===== src/shared/mgmt_bits_pkg.sv =====
// constants and types shared by the management register bit cells
package mgmt_bits_pkg;
  // register indices on the management port
  localparam logic [0:0]  REG_CTRL_IDX      = 1'h0;
  localparam logic [0:0]  REG_STRAP_IDX     = 1'h1;
  // field positions in the control/status register
  localparam int          SOFT_RST_POS      = 15;
  localparam int          OVERRIDE_POS      = 14;
  localparam int          LMAX_MSB_POS      = 13;
  localparam int          LMAX_LSB_POS      = 11;
  localparam int          TRIGGER_POS       = 10;
  localparam int          GATED_MSB_POS     = 9;
  localparam int          GATED_LSB_POS     = 8;
  localparam int          WZ_MSB_POS        = 7;
  localparam int          WZ_LSB_POS        = 6;
  localparam int          LHIGH_POS         = 5;
  localparam int          LLOW_POS          = 4;
  localparam int          PLAIN_RW_POS      = 3;
  localparam int          NODEF_POS         = 2;
  // field widths
  localparam int          LMAX_W            = 3;
  localparam int          GATED_W           = 2;
  localparam int          WZ_W              = 2;
  localparam int          STRAP_W           = 5;
  // values after reset
  localparam logic        SOFT_RST_RST      = 1'h0;
  localparam logic        OVERRIDE_RST      = 1'h0;
  localparam logic        TRIGGER_RST       = 1'h0;
  localparam logic [1:0]  GATED_RST         = 2'h0;
  localparam logic [1:0]  WZ_RST            = 2'h3;
  localparam logic        LHIGH_RST         = 1'h0;
  localparam logic        LLOW_RST          = 1'h1;
  localparam logic [2:0]  LMAX_RST          = 3'h0;
  localparam logic        PLAIN_RW_RST      = 1'h1;
  localparam logic [15:0] RDATA_RST         = 16'h0000;
  // software reset duration in cycles of SYS_CLK
  localparam logic [4:0]  SOFT_RST_CYCLES   = 5'h10;
  // software reset sequencer
  typedef enum logic [0:0] {
    SRST_IDLE = 1'b0,
    SRST_RUN  = 1'b1
  } srst_state_t;
endpackage


===== src/rtl/latch_max_group.sv =====
// latching-maximum group: holds the largest tracked state until read
module latch_max_group (
  // clock and reset
  input  wire logic                        clk,
  input  wire logic                        rst_n,
  // reload request and tracked state
  input  wire logic                        reload,
  input  wire logic [mgmt_bits_pkg::LMAX_W-1:0] state_in,
  // held value
  output logic [mgmt_bits_pkg::LMAX_W-1:0] max_out
);
  import mgmt_bits_pkg::*;

  logic [LMAX_W-1:0] max_reg;
  logic [LMAX_W-1:0] max_next;

  // unsigned compare, msb first; a read reloads the present state
  always_comb begin
    if (reload) begin
      max_next = state_in;
    end else if (state_in > max_reg) begin
      max_next = state_in;
    end else begin
      max_next = max_reg;
    end
  end

  always_ff @(posedge clk) begin
    if (!rst_n) begin
      max_reg <= LMAX_RST;
    end else begin
      max_reg <= max_next;
    end
  end

  assign max_out = max_reg;
endmodule


===== src/rtl/mgmt_bit_bank.sv =====
// management register bit cells: defaults, straps, latching and self-clearing bits
// Notes on behaviour
// - every bit with a default takes it after any reset.
// - strap-dependent bits take the strap pin level sampled at reset.
// - bits without default are not forced by reset.
// - latch-high bit sets on its condition and holds until reset or read.
// - after reading, latch-high bit reloads the present condition level.
// - latch-low bit clears on its condition and holds until reset or read.
// - after reading, latch-low bit reloads the present active-low level.
// - latch-maximum group keeps the largest tracked state, msb first.
// - smaller states leave the held maximum; larger states replace it.
// - latch-maximum group holds until reset or read, then reloads present state.
// - self-clearing bits reset to zero; writing one starts their function.
// - self-clearing bit returns to zero by itself when the function finishes.
// - writes to read-only bits ignored; write-zero-only bits accept only zero.
// - override-gated bits written only with override set; override clears next write.
// - during software reset, reset bit stays one; writes are blocked and reads return data but do not reload bits.
module mgmt_bit_bank (
  // clock and reset
  input  wire logic                                SYS_CLK,
  input  wire logic                                RST_N,
  // management access
  input  wire logic                                MGMT_RD,
  input  wire logic                                MGMT_WR,
  input  wire logic [0:0]                          MGMT_ADDR,
  input  wire logic [15:0]                         MGMT_WDATA,
  output logic [15:0]                              MGMT_RDATA,
  output logic                                     MGMT_BUSY,
  // monitored conditions, same clock
  input  wire logic                                EVENT_HIGH,
  input  wire logic                                EVENT_LOW_N,
  input  wire logic [mgmt_bits_pkg::LMAX_W-1:0]    TRACK_STATE,
  input  wire logic [mgmt_bits_pkg::WZ_W-1:0]      WZ_SET,
  // triggered function
  output logic                                     FUNC_START,
  input  wire logic                                FUNC_DONE,
  // strap pins, asynchronous
  input  wire logic [mgmt_bits_pkg::STRAP_W-1:0]   STRAP_PINS,
  // control outputs
  output logic [mgmt_bits_pkg::STRAP_W-1:0]        STRAP_ADDR,
  output logic [mgmt_bits_pkg::GATED_W-1:0]        GATED_BITS,
  output logic [mgmt_bits_pkg::WZ_W-1:0]           WZ_BITS,
  output logic                                     PLAIN_RW_BIT,
  output logic                                     NODEF_BIT,
  output logic                                     SOFT_RESET_ACTIVE
);
  import mgmt_bits_pkg::*;

  srst_state_t          srst_state_reg;
  srst_state_t          srst_state_next;
  logic [4:0]           srst_cnt_reg;
  logic                 bank_rst;
  logic                 rd_ok;
  logic                 wr_ok;
  logic                 rd_ctrl;
  logic                 wr_ctrl;
  logic [STRAP_W-1:0]   strap_s1_reg;
  logic [STRAP_W-1:0]   strap_s2_reg;
  logic [STRAP_W-1:0]   strap_s3_reg;
  logic [STRAP_W-1:0]   strap_cap_reg;
  logic                 override_reg;
  logic                 trigger_reg;
  logic [GATED_W-1:0]   gated_reg;
  logic [WZ_W-1:0]      wz_reg;
  logic                 lhigh_reg;
  logic                 llow_reg;
  logic                 plain_rw_reg;
  logic                 nodef_reg;
  logic [LMAX_W-1:0]    lmax_val;
  logic [15:0]          ctrl_view;
  logic [15:0]          rdata_reg;

  // hardware reset or running software reset returns the bank to defaults
  assign bank_rst = !RST_N || (srst_state_reg == SRST_RUN);
  // writes and read reloads are blocked while the software reset runs; read data still updates
  assign rd_ok    = MGMT_RD && (srst_state_reg == SRST_IDLE);
  assign wr_ok    = MGMT_WR && (srst_state_reg == SRST_IDLE);
  assign rd_ctrl  = rd_ok && (MGMT_ADDR == REG_CTRL_IDX);
  assign wr_ctrl  = wr_ok && (MGMT_ADDR == REG_CTRL_IDX);

  // software reset sequencer
  always_comb begin
    srst_state_next = srst_state_reg;
    case (srst_state_reg)
      SRST_IDLE: begin
        if (wr_ctrl && MGMT_WDATA[SOFT_RST_POS]) begin
          srst_state_next = SRST_RUN;
        end
      end
      SRST_RUN: begin
        if (srst_cnt_reg == SOFT_RST_CYCLES - 5'h01) begin
          srst_state_next = SRST_IDLE;
        end
      end
      default: srst_state_next = SRST_IDLE;
    endcase
  end

  always_ff @(posedge SYS_CLK) begin
    if (!RST_N) begin
      srst_state_reg <= SRST_IDLE;
      srst_cnt_reg   <= 5'h00;
    end else begin
      srst_state_reg <= srst_state_next;
      srst_cnt_reg   <= (srst_state_reg == SRST_RUN) ? srst_cnt_reg + 5'h01 : 5'h00;
    end
  end

  // three-stage synchroniser for the strap pins; no reset needed on a pipe
  always_ff @(posedge SYS_CLK) begin
    strap_s1_reg <= STRAP_PINS;
    strap_s2_reg <= strap_s1_reg;
    strap_s3_reg <= strap_s2_reg;
  end

  // strap level caught while reset is held, per bit once stages two and three agree
  genvar gi;
  generate
    for (gi = 0; gi < STRAP_W; gi++) begin : g_strap
      always_ff @(posedge SYS_CLK) begin
        if (bank_rst && (strap_s2_reg[gi] == strap_s3_reg[gi])) begin
          strap_cap_reg[gi] <= strap_s3_reg[gi];
        end
      end
    end
  endgenerate

  // override bit arms on a write of one and clears itself on the next write
  always_ff @(posedge SYS_CLK) begin
    if (bank_rst) begin
      override_reg <= OVERRIDE_RST;
    end else if (wr_ok) begin
      override_reg <= override_reg ? 1'b0 : (wr_ctrl && MGMT_WDATA[OVERRIDE_POS]);
    end
  end

  // override-gated bits take a write only while armed
  always_ff @(posedge SYS_CLK) begin
    if (bank_rst) begin
      gated_reg <= GATED_RST;
    end else if (wr_ctrl && override_reg) begin
      gated_reg <= MGMT_WDATA[GATED_MSB_POS:GATED_LSB_POS];
    end
  end

  // self-clearing trigger: done wins over a new start in the same cycle
  always_ff @(posedge SYS_CLK) begin
    if (bank_rst) begin
      trigger_reg <= TRIGGER_RST;
    end else if (trigger_reg && FUNC_DONE) begin
      trigger_reg <= 1'b0;
    end else if (wr_ctrl && MGMT_WDATA[TRIGGER_POS]) begin
      trigger_reg <= 1'b1;
    end
  end

  // one-cycle start pulse on the write that sets an idle trigger
  assign FUNC_START = wr_ctrl && MGMT_WDATA[TRIGGER_POS] && !trigger_reg;

  // write-zero-only bits: hardware set beats a clearing write
  generate
    for (gi = 0; gi < WZ_W; gi++) begin : g_wz
      always_ff @(posedge SYS_CLK) begin
        if (bank_rst) begin
          wz_reg[gi] <= WZ_RST[gi];
        end else if (WZ_SET[gi]) begin
          wz_reg[gi] <= 1'b1;
        end else if (wr_ctrl && !MGMT_WDATA[WZ_LSB_POS + gi]) begin
          wz_reg[gi] <= 1'b0;
        end
      end
    end
  endgenerate

  // latching status bits; a read reloads the live level, so a same-cycle event survives
  always_ff @(posedge SYS_CLK) begin
    if (bank_rst) begin
      lhigh_reg <= LHIGH_RST;
      llow_reg  <= LLOW_RST;
    end else if (rd_ctrl) begin
      lhigh_reg <= EVENT_HIGH;
      llow_reg  <= EVENT_LOW_N;
    end else begin
      lhigh_reg <= lhigh_reg | EVENT_HIGH;
      llow_reg  <= llow_reg & EVENT_LOW_N;
    end
  end

  // plain read/write bit with a default of one
  always_ff @(posedge SYS_CLK) begin
    if (bank_rst) begin
      plain_rw_reg <= PLAIN_RW_RST;
    end else if (wr_ctrl) begin
      plain_rw_reg <= MGMT_WDATA[PLAIN_RW_POS];
    end
  end

  // bit without a default: reset leaves it alone
  always_ff @(posedge SYS_CLK) begin
    if (wr_ctrl) begin
      nodef_reg <= MGMT_WDATA[NODEF_POS];
    end
  end

  // latching-maximum group, reset by either reset
  latch_max_group u_lmax (
    .clk      (SYS_CLK),
    .rst_n    (!bank_rst),
    .reload   (rd_ctrl),
    .state_in (TRACK_STATE),
    .max_out  (lmax_val)
  );

  // read view; reserved bits read zero and ignore writes
  always_comb begin
    ctrl_view                            = 16'h0000;
    ctrl_view[SOFT_RST_POS]              = (srst_state_reg == SRST_RUN);
    ctrl_view[OVERRIDE_POS]              = override_reg;
    ctrl_view[LMAX_MSB_POS:LMAX_LSB_POS] = lmax_val;
    ctrl_view[TRIGGER_POS]               = trigger_reg;
    ctrl_view[GATED_MSB_POS:GATED_LSB_POS] = gated_reg;
    ctrl_view[WZ_MSB_POS:WZ_LSB_POS]     = wz_reg;
    ctrl_view[LHIGH_POS]                 = lhigh_reg;
    ctrl_view[LLOW_POS]                  = llow_reg;
    ctrl_view[PLAIN_RW_POS]              = plain_rw_reg;
    ctrl_view[NODEF_POS]                 = nodef_reg;
  end

  // read data registered; the value shown is the one held before the reload
  always_ff @(posedge SYS_CLK) begin
    if (!RST_N) begin
      rdata_reg <= RDATA_RST;
    end else if (MGMT_RD) begin
      if (MGMT_ADDR == REG_CTRL_IDX) begin
        rdata_reg <= ctrl_view;
      end else begin
        rdata_reg <= {{(16 - STRAP_W){1'b0}}, strap_cap_reg};
      end
    end
  end

  assign MGMT_RDATA        = rdata_reg;
  assign MGMT_BUSY         = (srst_state_reg == SRST_RUN);
  assign SOFT_RESET_ACTIVE = (srst_state_reg == SRST_RUN);
  assign STRAP_ADDR        = strap_cap_reg;
  assign GATED_BITS        = gated_reg;
  assign WZ_BITS           = wz_reg;
  assign PLAIN_RW_BIT      = plain_rw_reg;
  assign NODEF_BIT         = nodef_reg;
endmodule


===== config.mk =====
export PLATFORM = sky130hd
export DESIGN_NAME = mgmt_bit_bank
export DESIGN_NICKNAME = d
export VERILOG_FILES = /design/src/shared/mgmt_bits_pkg.sv /design/src/rtl/latch_max_group.sv /design/src/rtl/mgmt_bit_bank.sv
export SDC_FILE = /design/constraint.sdc
export NUM_CORES = 1
export LEC_CHECK = 0
export ABC_AREA = 1
export BUFFER_PORTS_ARGS = -buffer_cell sky130_fd_sc_hd__buf_2
export CORE_MARGIN = 5
export CORE_UTILIZATION = 44
export DETAILED_ROUTE_END_ITERATION = 7
export PLACE_DENSITY = 0.74
export SLEW_MARGIN = 20
export SYNTH_ARGS = -nofsm -noshare
export SYNTH_HDL_FRONTEND = slang
export SYNTH_SLANG_ARGS = --single-unit

===== constraint.sdc =====
create_clock -name SYS_CLK -period 1.1 [get_ports SYS_CLK]
set_input_delay 0.055 -clock SYS_CLK [delete_from_list [all_inputs] [get_ports SYS_CLK]]
set_output_delay 0.055 -clock SYS_CLK [all_outputs]
set_load 0.02 [all_outputs]

# ---- After elaboration in Yosys (flattened, before gate mapping)
# Index checks and enable logic that the tools add are counted.
dict set report word_totals {
  word_cells 69
  reg_bits 55
  out_inout_bits 30
  inputBits 34
}
dict set report classes {
  muxes 9
  addsub 1
  magnitude_cmp 1
  n_eq_ne 6
  reduce_logical 27
  n_bitwise 4
}
# operator n
set op_table {}
lappend op_table {{logical AND 1 bit} 17}
lappend op_table {{two-way mux 16 bit} 1}
lappend op_table {{two-way mux 3 bit} 2}
lappend op_table {{OR reduction 2 bit} 3}
lappend op_table {{adder 5 x 1 -> 5 bit, second input constant} 1}
lappend op_table {{== test 1 bit} 5}
lappend op_table {{== test 5 x 4 -> 1 bit, second input constant} 1}
lappend op_table {{two-way mux 1 bit} 5}
lappend op_table {{zero test 1 bit} 4}
lappend op_table {{> comparator 3 bit} 1}
lappend op_table {{NOT 1 bit} 2}
lappend op_table {{case mux 1 bit (2 select lines)} 1}
lappend op_table {{AND reduction 2 bit} 1}
lappend op_table {{nonzero test 2 bit} 1}
lappend op_table {{AND 1 bit} 1}
lappend op_table {{logical OR 1 bit} 1}
lappend op_table {{OR 1 bit} 1}

# ---- Depth between registers and ports, before layout
# Gate-level depths: netlist of run 1.
dict set report logic_depth {
  depth_word 6
  depth_mapped 9
  mapped_depth_nobuf 9
}

# ---- Cells and area by module
# Synthesis of run 1 repeated with hierarchy kept, for this count alone.
dict set report hier_totals {
  cells_unflattened 226
  area_unflattened_um2 1986.9
}
# module seq_area_each_um2 n_inst area_each_um2 cells_per_inst
set modules_own_cells {}
lappend modules_own_cells {mgmt_bit_bank 1101.1 1 1789.2 197}
lappend modules_own_cells {latch_max_group 60.1 1 197.7 29}

# ---- Worst setup path before layout of run 1
# No wires, ideal clock.
dict set report synth_timing {
  path_kind {register to register}
  startpoint {reg srst_state_reg, in the netlist MGMT_BUSY}
  endpoint {reg strap_cap_reg[0], in the netlist STRAP_ADDR[0] (enable)}
  period_less_slack_ps 1267
  arrival_time_ps 968
  slack_ps -167
  setup_time_ps 299
  stages_incl_launch_ff 4
  required_ps 801
  n_path_buf 1
  path_cell_list {dfxtp_1 -> nor2_1 -> clkbuf_1 -> nor2_1}
}
dict set report synth_between {
  elab_chain_cells 2
}
# item line
set synth_lines {}
lappend synth_lines {{start, declared} mgmt_bit_bank.sv:49} ;# srst_state_t srst_state_reg;
lappend synth_lines {{start signal, assigned} mgmt_bit_bank.sv:104} ;# srst_state_reg <= srst_state_next;
lappend synth_lines {{logical OR 1 bit} mgmt_bit_bank.sv:74} ;# assign bank_rst = !RST_N || (srst_state_reg == SRST_RUN);
lappend synth_lines {{logical AND 1 bit} mgmt_bit_bank.sv:121} ;# if (bank_rst && (strap_s2_reg[gi] == strap_s3_reg[gi])) begin
lappend synth_lines {{end signal, assigned by index} mgmt_bit_bank.sv:122} ;# strap_cap_reg[gi] <= strap_s3_reg[gi];
lappend synth_lines {{end, declared} mgmt_bit_bank.sv:60} ;# logic [STRAP_W-1:0] strap_cap_reg;
# Every way passes these cells.
# A chain may end at the register's enable or synchronous reset.

# ---- Worst setup path after layout of run 1
dict set report layout_timing {
  startpoint {reg srst_state_reg, in the netlist MGMT_BUSY}
  endpoint {out FUNC_START}
}
dict set report layout_between {
  elab_chain_cells 5
}
# item line
set layout_lines {}
lappend layout_lines {{NOT 1 bit} mgmt_bit_bank.sv:77} ;# assign wr_ok = MGMT_WR && (srst_state_reg == SRST_IDLE);
lappend layout_lines {{logical AND 1 bit} mgmt_bit_bank.sv:77}
lappend layout_lines {{logical AND 1 bit} mgmt_bit_bank.sv:79} ;# assign wr_ctrl = wr_ok && (MGMT_ADDR == REG_CTRL_IDX);
lappend layout_lines {{via wr_ctrl} mgmt_bit_bank.sv:56} ;# logic wr_ctrl;
lappend layout_lines {{logical AND 1 bit (2 in series)} mgmt_bit_bank.sv:158} ;# assign FUNC_START = wr_ctrl && MGMT_WDATA[TRIGGER_POS] && !trigger_reg;
lappend layout_lines {{end, declared} mgmt_bit_bank.sv:35} ;# output logic FUNC_START,
# The timed path passes the listed nets, and every way through them passes these cells.

==> out/metrics.csv, run 1 <==
metric;value;unit
start_util;44.99;%
met3_usage;5.792;%
track_usage;14.74;%
largest_reg_flops;16;
drtIter0Drc;53;
maxSlewHeadroom;86.54;%
io_pins;64;
cp.arrival;1210;ps
synth_cells;213;
grt_pass1_vias;1629;
cts_max_path_buffers;2;
met2_usage;26.28;%
drc;0;
maxCapViolations;0;
routed_wl;4.259;mm
clock_skew;11.55;ps
die_h;76.50;um
h-tree-depth;2;
slew_viol_final;0;
design.core.area;4324;um2
via_count;1654;
crit_path_max_fanout;4;
worst_r2r_endpoint;u_lmax.max_out[1]$_SDFFE_PP0P_;
cts_tree;done;
grt_most_used_layer;met2;
setup_viol;11;
criticalPathCategory;flop to output port;
synth_seq_area_share;59.68;%
design_area;2819;um2
synth_area;1946;um2
finalSetupTns;-676.3;ps
io_buffers;56;
wl_per_cell;12.00;um
placed_area;2366;um2
vdd_drop_max;1.209;mV
crit_path_start;MGMT_BUSY$_SDFF_PN0_;
grt-ovfl-total;0;
cts_buffers;5;
outcome;finished, violations left;
ys_types;23;
setup_ws;-163.7;ps
drt_first_pass_iters;4;
reg2reg_from;u_lmax.max_out[2]$_SDFFE_PP0P_;
violations;setup timing;
hold_viol_final;0;
rr_worst_depth;8;
layout_worst_path_cycle_share;114.9;%
whs;25.61;ps
syn-num-nets;252;
grt_max_degree;21;
dieArea;5851;um2
power_density;1444;nW/um2
cts.root.buffer_cell;clkbuf_8;
grt_pass1_wl;7.038;mm
max_freq;0.7913;GHz
p_leak;1.264;nW
place.gp.congestion;0.7725;
worstMarginPinSlew;201.9;ps
rsz0062_at_grt;true;
nNetsFinal;341;
endpoint_kind;output port;
synth_warnings;0;
hold_end;u_lmax.max_out[1]$_SDFFE_PP0P_;
fin_crit;1264;ps
cts.clk_slew.worst_paths;110;ps
avgViaCountPerCell;4.659;
min_path_cells;3;
antenna_found_initial;0;
r2r_slack;-100;ps
ys_seq_elements;55;
min_path_type;input pin to flop;
clock-sinks;55;
avgSynthCellArea;9.134;um2
drive_above_1_share;40.92;%
die_w;76.50;um
power;4.071;mW
fp-row-count;24;
place_hpwl;2.999;mm
start_kind;flop;
required;1040;ps
grt_use_met1;15.42;%
n_antenna_cell;0;
min_from;TRACK_STATE[1];
layout-area-overhead-vs-synth;44.89;%
final_antenna_net_count;0;
clock_latency;310;ps
[kinds of logic (layout without fill, tap and decap cells)]
family | Yosys count | in the layout | share of synthesized area [%]
AOI/OAI and AO/OA | 28 | 28 | 7.460
xor gates and xnor gates | 5 | 5 | 2.251
buffers and inverters | 27 | 117 | 6.238
DFF | 55 | 55 | 59.68
and+or+nand+nor | 93 | 93 | 21.16
adders and majority gates | 5 | 5 | 3.215
[worst max-delay path by stage]
stage | endpoint | slack, ps | cells past startpoint
finish | FUNC_START | -160 | 5
global route | FUNC_START | -230 | 5
CTS | FUNC_START | -170 | 5
detailed placement | u_lmax.max_out[1]$_SDFFE_PP0P_ | -120 | 7
global placement | u_lmax.max_out[1]$_SDFFE_PP0P_ | -60 | 7
floorplan | u_lmax.max_out[1]$_SDFFE_PP0P_ | -30 | 7
[through the flow]
step | instances | setup WS [ps] | util, %
3_5_place_dp | 324 | -118.1 | 54.72
6_report | 355 | -163.7 | 65.19
3_3_place_gp | 324 | -59.85 | 54.72
2_1_floorplan | 213 | -27.47 | -
5_1_grt | 355 | -233.6 | 65.19
4_1_cts | 353 | -169.3 | 63.05
[cell type report]
type / instances / area [um2]
sequential: 55 / 1170
timing repair buffer: 89 / 608.1
multi-input combinational: 131 / 798.3
inverter: 20 / 80.08
clock buffer: 5 / 68.82
tap: 52 / 65.06
fill: 363 / 1505
clock inverter: 3 / 28.78
[cell usage in the layout (no fill, tap or decap), types with 2 or more instances in the layout]
cell,instances
ha_1,2
inv_2,4
dlygate4sd3_1,16
inv_6,2
clkbuf_8,5
buf_4,12
a21oi_2,7
nor2_1,12
dfxtp_2,4
nand2_2,3
xor2_1,5
nand2_4,3
nor2_2,7
inv_1,14
inv_4,2
nor2_4,3
buf_2,54
nand2_1,44
nand3_1,16
edfxtp_1,6
nand3_2,3
buf_6,6
dfxtp_1,44
o21ai_0,5
ha_4,3
a21oi_1,12
[cells in the mapped netlist]
library cell | number | area share (%)
buf_4 | 2 | 0.77
edfxtp_1 | 6 | 9.3
o31ai_1 | 1 | 0.39
o21bai_1 | 1 | 0.39
nor3_4 | 1 | 0.84
nand3_1 | 19 | 4.9
nor2_4 | 2 | 1.2
dfxtp_1 | 49 | 50
nor2_2 | 2 | 0.64
o21ai_0 | 7 | 1.8
inv_4 | 1 | 0.32
nor3b_1 | 1 | 0.39
buf_2 | 2 | 0.51
nand2_2 | 1 | 0.32
nand2_1 | 49 | 9.5
inv_2 | 1 | 0.19
inv_1 | 18 | 3.5
xor2_1 | 5 | 2.3
nor2_1 | 18 | 3.5
buf_6 | 1 | 0.58
a21oi_1 | 19 | 4.9
ha_1 | 5 | 3.2
clkbuf_1 | 2 | 0.39
[power by group]
group / total [mW] / switching [mW] / internal [mW]
logic: 0.698 / 0.374 / 0.324
clock network: 1.18 / 0.697 / 0.482
registers: 2.20 / 0.0598 / 2.14
[critical path: stages (launching register included)]
cell	delay (ps)
dfxtp_4	370
nor3_4	130
buf_6	130
inv_4	40
nor2_4	90
buf_6	120
[per-layer routing]
metal  part of all wire (%)  routed length (um)  up-vias
met2                     50                2141       44
met3                    7.0                 298        8
li1                       -                   -      858
met1                     41                1747      744
met5                      0                   0        -
met4                    1.7                  72        0
[repair_timing]
action / in CTS / in global routing
setup endpoints to repair: 12 / 20
pin swaps: 6 / 8
hold buffers: 16 / 0
buffers inserted: 5 / 2
endpoints found under the hold margin: 14 / 0
gates resized for setup: 20 / 21
No activity file was read; power rests on OpenSTA's default activity.
==> run 2, diff against run 1 <==
--- a/config.mk
+++ b/config.mk
@@ -10,8 +10,9 @@
 export CORE_MARGIN = 5
 export CORE_UTILIZATION = 44
 export DETAILED_ROUTE_END_ITERATION = 7
-export PLACE_DENSITY = 0.74
+export PLACE_DENSITY = 0.73
 export SLEW_MARGIN = 20
 export SYNTH_ARGS = -nofsm -noshare
 export SYNTH_HDL_FRONTEND = slang
+export SYNTH_HIERARCHICAL = 1
 export SYNTH_SLANG_ARGS = --single-unit
==> out/metrics.csv, run 2 <==
metric;value;unit
grt_pass1_wl;7.258;mm
ys_seq_elements;55;
postLayoutCoreUtil;64.37;%
synth_most_common_cell;nand2_1;
cp.arrival;1410;ps
finalSetupTns;-350.0;ps
synth_warnings;6;
avgSynthCellArea;8.792;um2
clock_latency;300;ps
placed_area;2382;um2
critPathMaxStageDelay;340;ps
drtIter0Drc;70;
max_freq;0.8250;GHz
cts_tree;done;
p_leak;1.276;nW
pwr-share-seq;53.9;%
violations;setup timing;
grt-ovfl-total;0;
vdd_drop_max;1.124;mV
crit_path_max_fanout;6;
cts_buffers;5;
synthTopCellsByArea;dfxtp_1, nand2_1, edfxtp_1, a21oi_1, nand3_1;
start_kind;flop;
combPwrFrac;17.0;%
synth_seq_area_share;58.44;%
routed_wl;4.303;mm
mostFrequentLayoutCells;nand2_1, buf_2, dfxtp_1, inv_1, a21oi_1;
h-tree-depth;2;
cts.root.buffer_cell;clkbuf_8;
required;1300;ps
drc;0;
critPathBufInv;1;
maxCapViolations;0;
place.gp.congestion;0.7695;
fill_cells;358;
p_clk_share;29.1;%
rsz0062_at_grt;true;
drt_first_pass_iters;4;
clock-sinks;55;
worstMarginPinSlew;239.3;ps
dominantRegCellSynth;dfxtp_1;
power_density;1454;nW/um2
final_common_cell;nand2_1;
avgViaCountPerCell;4.676;
cts_max_path_buffers;2;
final_antenna_net_count;0;
syn-num-nets;265;
synth_area;1987;um2
p_int;3.020;mW
grt_pass1_vias;1687;
cts.clk_slew.worst_paths;100;ps
maxSlewHeadroom;84.00;%
yosysTopAreaCell;dfxtp_1;
grt_max_degree;17;
cp_cell_sequence;inv_2, ha_4, a21oi_2, nand2_2, nand2_4, nand3_1, nand2_1, nor2_1;
layout-area-overhead-vs-synth;41.06;%
whs;8.962;ps
setup_ws;-112.2;ps
die_h;77.20;um
min_path_type;input pin to flop;
n_antenna_cell;0;
start_util;45.63;%
outcome;finished, violations left;
place_hpwl;3.118;mm
dieArea;5960;um2
endpoint_kind;flop;
via_count;1702;
hold_viol_final;0;
track_usage;14.67;%
ys_types;22;
ys_async_sr_fraction;0;%
synth_cells;226;
largest_reg_flops;16;
io_buffers;56;
layout_worst_path_cycle_share;110.2;%
worst_path_max_delay_cell;dfxtp_2;
drive_above_1_share;36.54;%
cp_top_family;flip-flops;
clock_skew;10.78;ps
antenna_found_initial;0;
nNetsFinal;350;
design_area;2803;um2
slew_viol_final;0;
netSwitchingFraction;25.90;%
io_pins;64;
yosysTopAreaCellShare;49.37;%
design.core.area;4354;um2
fin_crit;1212;ps
die_w;77.20;um
fp-row-count;24;
synth_edf_count;6;
ys_top_cells_by_count;nand2_1, dfxtp_1, inv_1;
setup_viol;4;
criticalPathCategory;flop to flop;
wl_per_cell;11.82;um
p_sw;1.056;mW
## run 2: worst paths after layout
| check | startpoint | end | slack [ps] | cells past startpoint |
|---|---|---|---|---|
| worst min register to register | strap_s1_reg[4]$_DFF_P_ | strap_s2_reg[4]$_DFF_P_ | 330 | 0 |
| worst min-delay path | MGMT_WDATA[15] | MGMT_BUSY$_SDFF_PN0_ | 9 | 3 |
| worst max register to register | u_lmax/max_out[2]$_SDFFE_PN0P_ | u_lmax/max_out[1]$_SDFFE_PN0P_ | -110 | 8 |
| worst max-delay path | u_lmax/max_out[2]$_SDFFE_PN0P_ | u_lmax/max_out[1]$_SDFFE_PN0P_ | -110 | 8 |
## run 2: power groups by stage
stage | combinational, mW | sequential [mW] | clock, mW
floorplan | 0.287 | 2.29 | 0
global route | 0.760 | 2.21 | 1.31
CTS | 0.628 | 2.20 | 1.21
finish | 0.694 | 2.20 | 1.19
global placement | 0.515 | 2.24 | 0
detailed placement | 0.530 | 2.24 | 0
## run 2: layout make-up
type | instances | area [um2] | area share, %
sequential | 55 | 1170 | 41.74
multi-input combinational | 139 | 813.3 | 29.02
timing repair buffer | 83 | 549.3 | 19.60
inverter | 27 | 101.3 | 3.616
clock buffer | 7 | 96.34 | 3.437
tap | 52 | 65.06 | 2.321
clock inverter | 1 | 7.507 | 0.2679
## run 2: metal layers
| metal | part of all wire [%] | track usage, % | wire length, um | vias to the layer above |
|---|---|---|---|---|
| li1 | - | - | - | 883 |
| met1 | 41 | 16.36 | 1759 | 767 |
| met2 | 49 | 25.25 | 2125 | 48 |
| met3 | 8.6 | 5.386 | 372 | 4 |
| met4 | 1.1 | 5.498 | 46 | 0 |
| met5 | 0 | 0 | 0 | - |
## run 2: through the flow
| stage | worst slack, ps | total power [mW] | instances |
|---|---|---|---|
| after detailed placement | -129.6 | 2.774 | 338 |
| final | -112.2 | 4.076 | 364 |
| after floorplan | -25.29 | 2.577 | 226 |
| after global routing | -182.5 | 4.281 | 364 |
| after global placement | -64.76 | 2.754 | 338 |
| after CTS | -100.5 | 4.039 | 361 |
## run 2: kinds of logic after synthesis
logic type / after synthesis / synth area share, %
AND/OR/NAND/NOR: 105 / 23.05
flip-flops: 55 / 58.44
buffers and inverters: 32 / 6.863
AO/OA/AOI/OAI: 24 / 6.297
XOR/XNOR: 5 / 2.204
adder cells (fa/ha/maj): 5 / 3.149
## run 2: worst register-to-register path, cell delays in order, from the launching register on
cell	delay, ps
dfxtp_2	340
inv_2	50
ha_4	220
a21oi_2	150
nand2_2	80
nand2_4	100
nand3_1	70
nand2_1	60
nor2_1	40
## run 2: timing repair
action | in CTS | in global routing
setup buffers | 3 | 3
setup endpoints to repair | 5 | 23
endpoints found under the hold margin | 11 | 0
gates resized for setup | 15 | 29
hold buffers | 13 | 0
pin swaps | 5 | 10
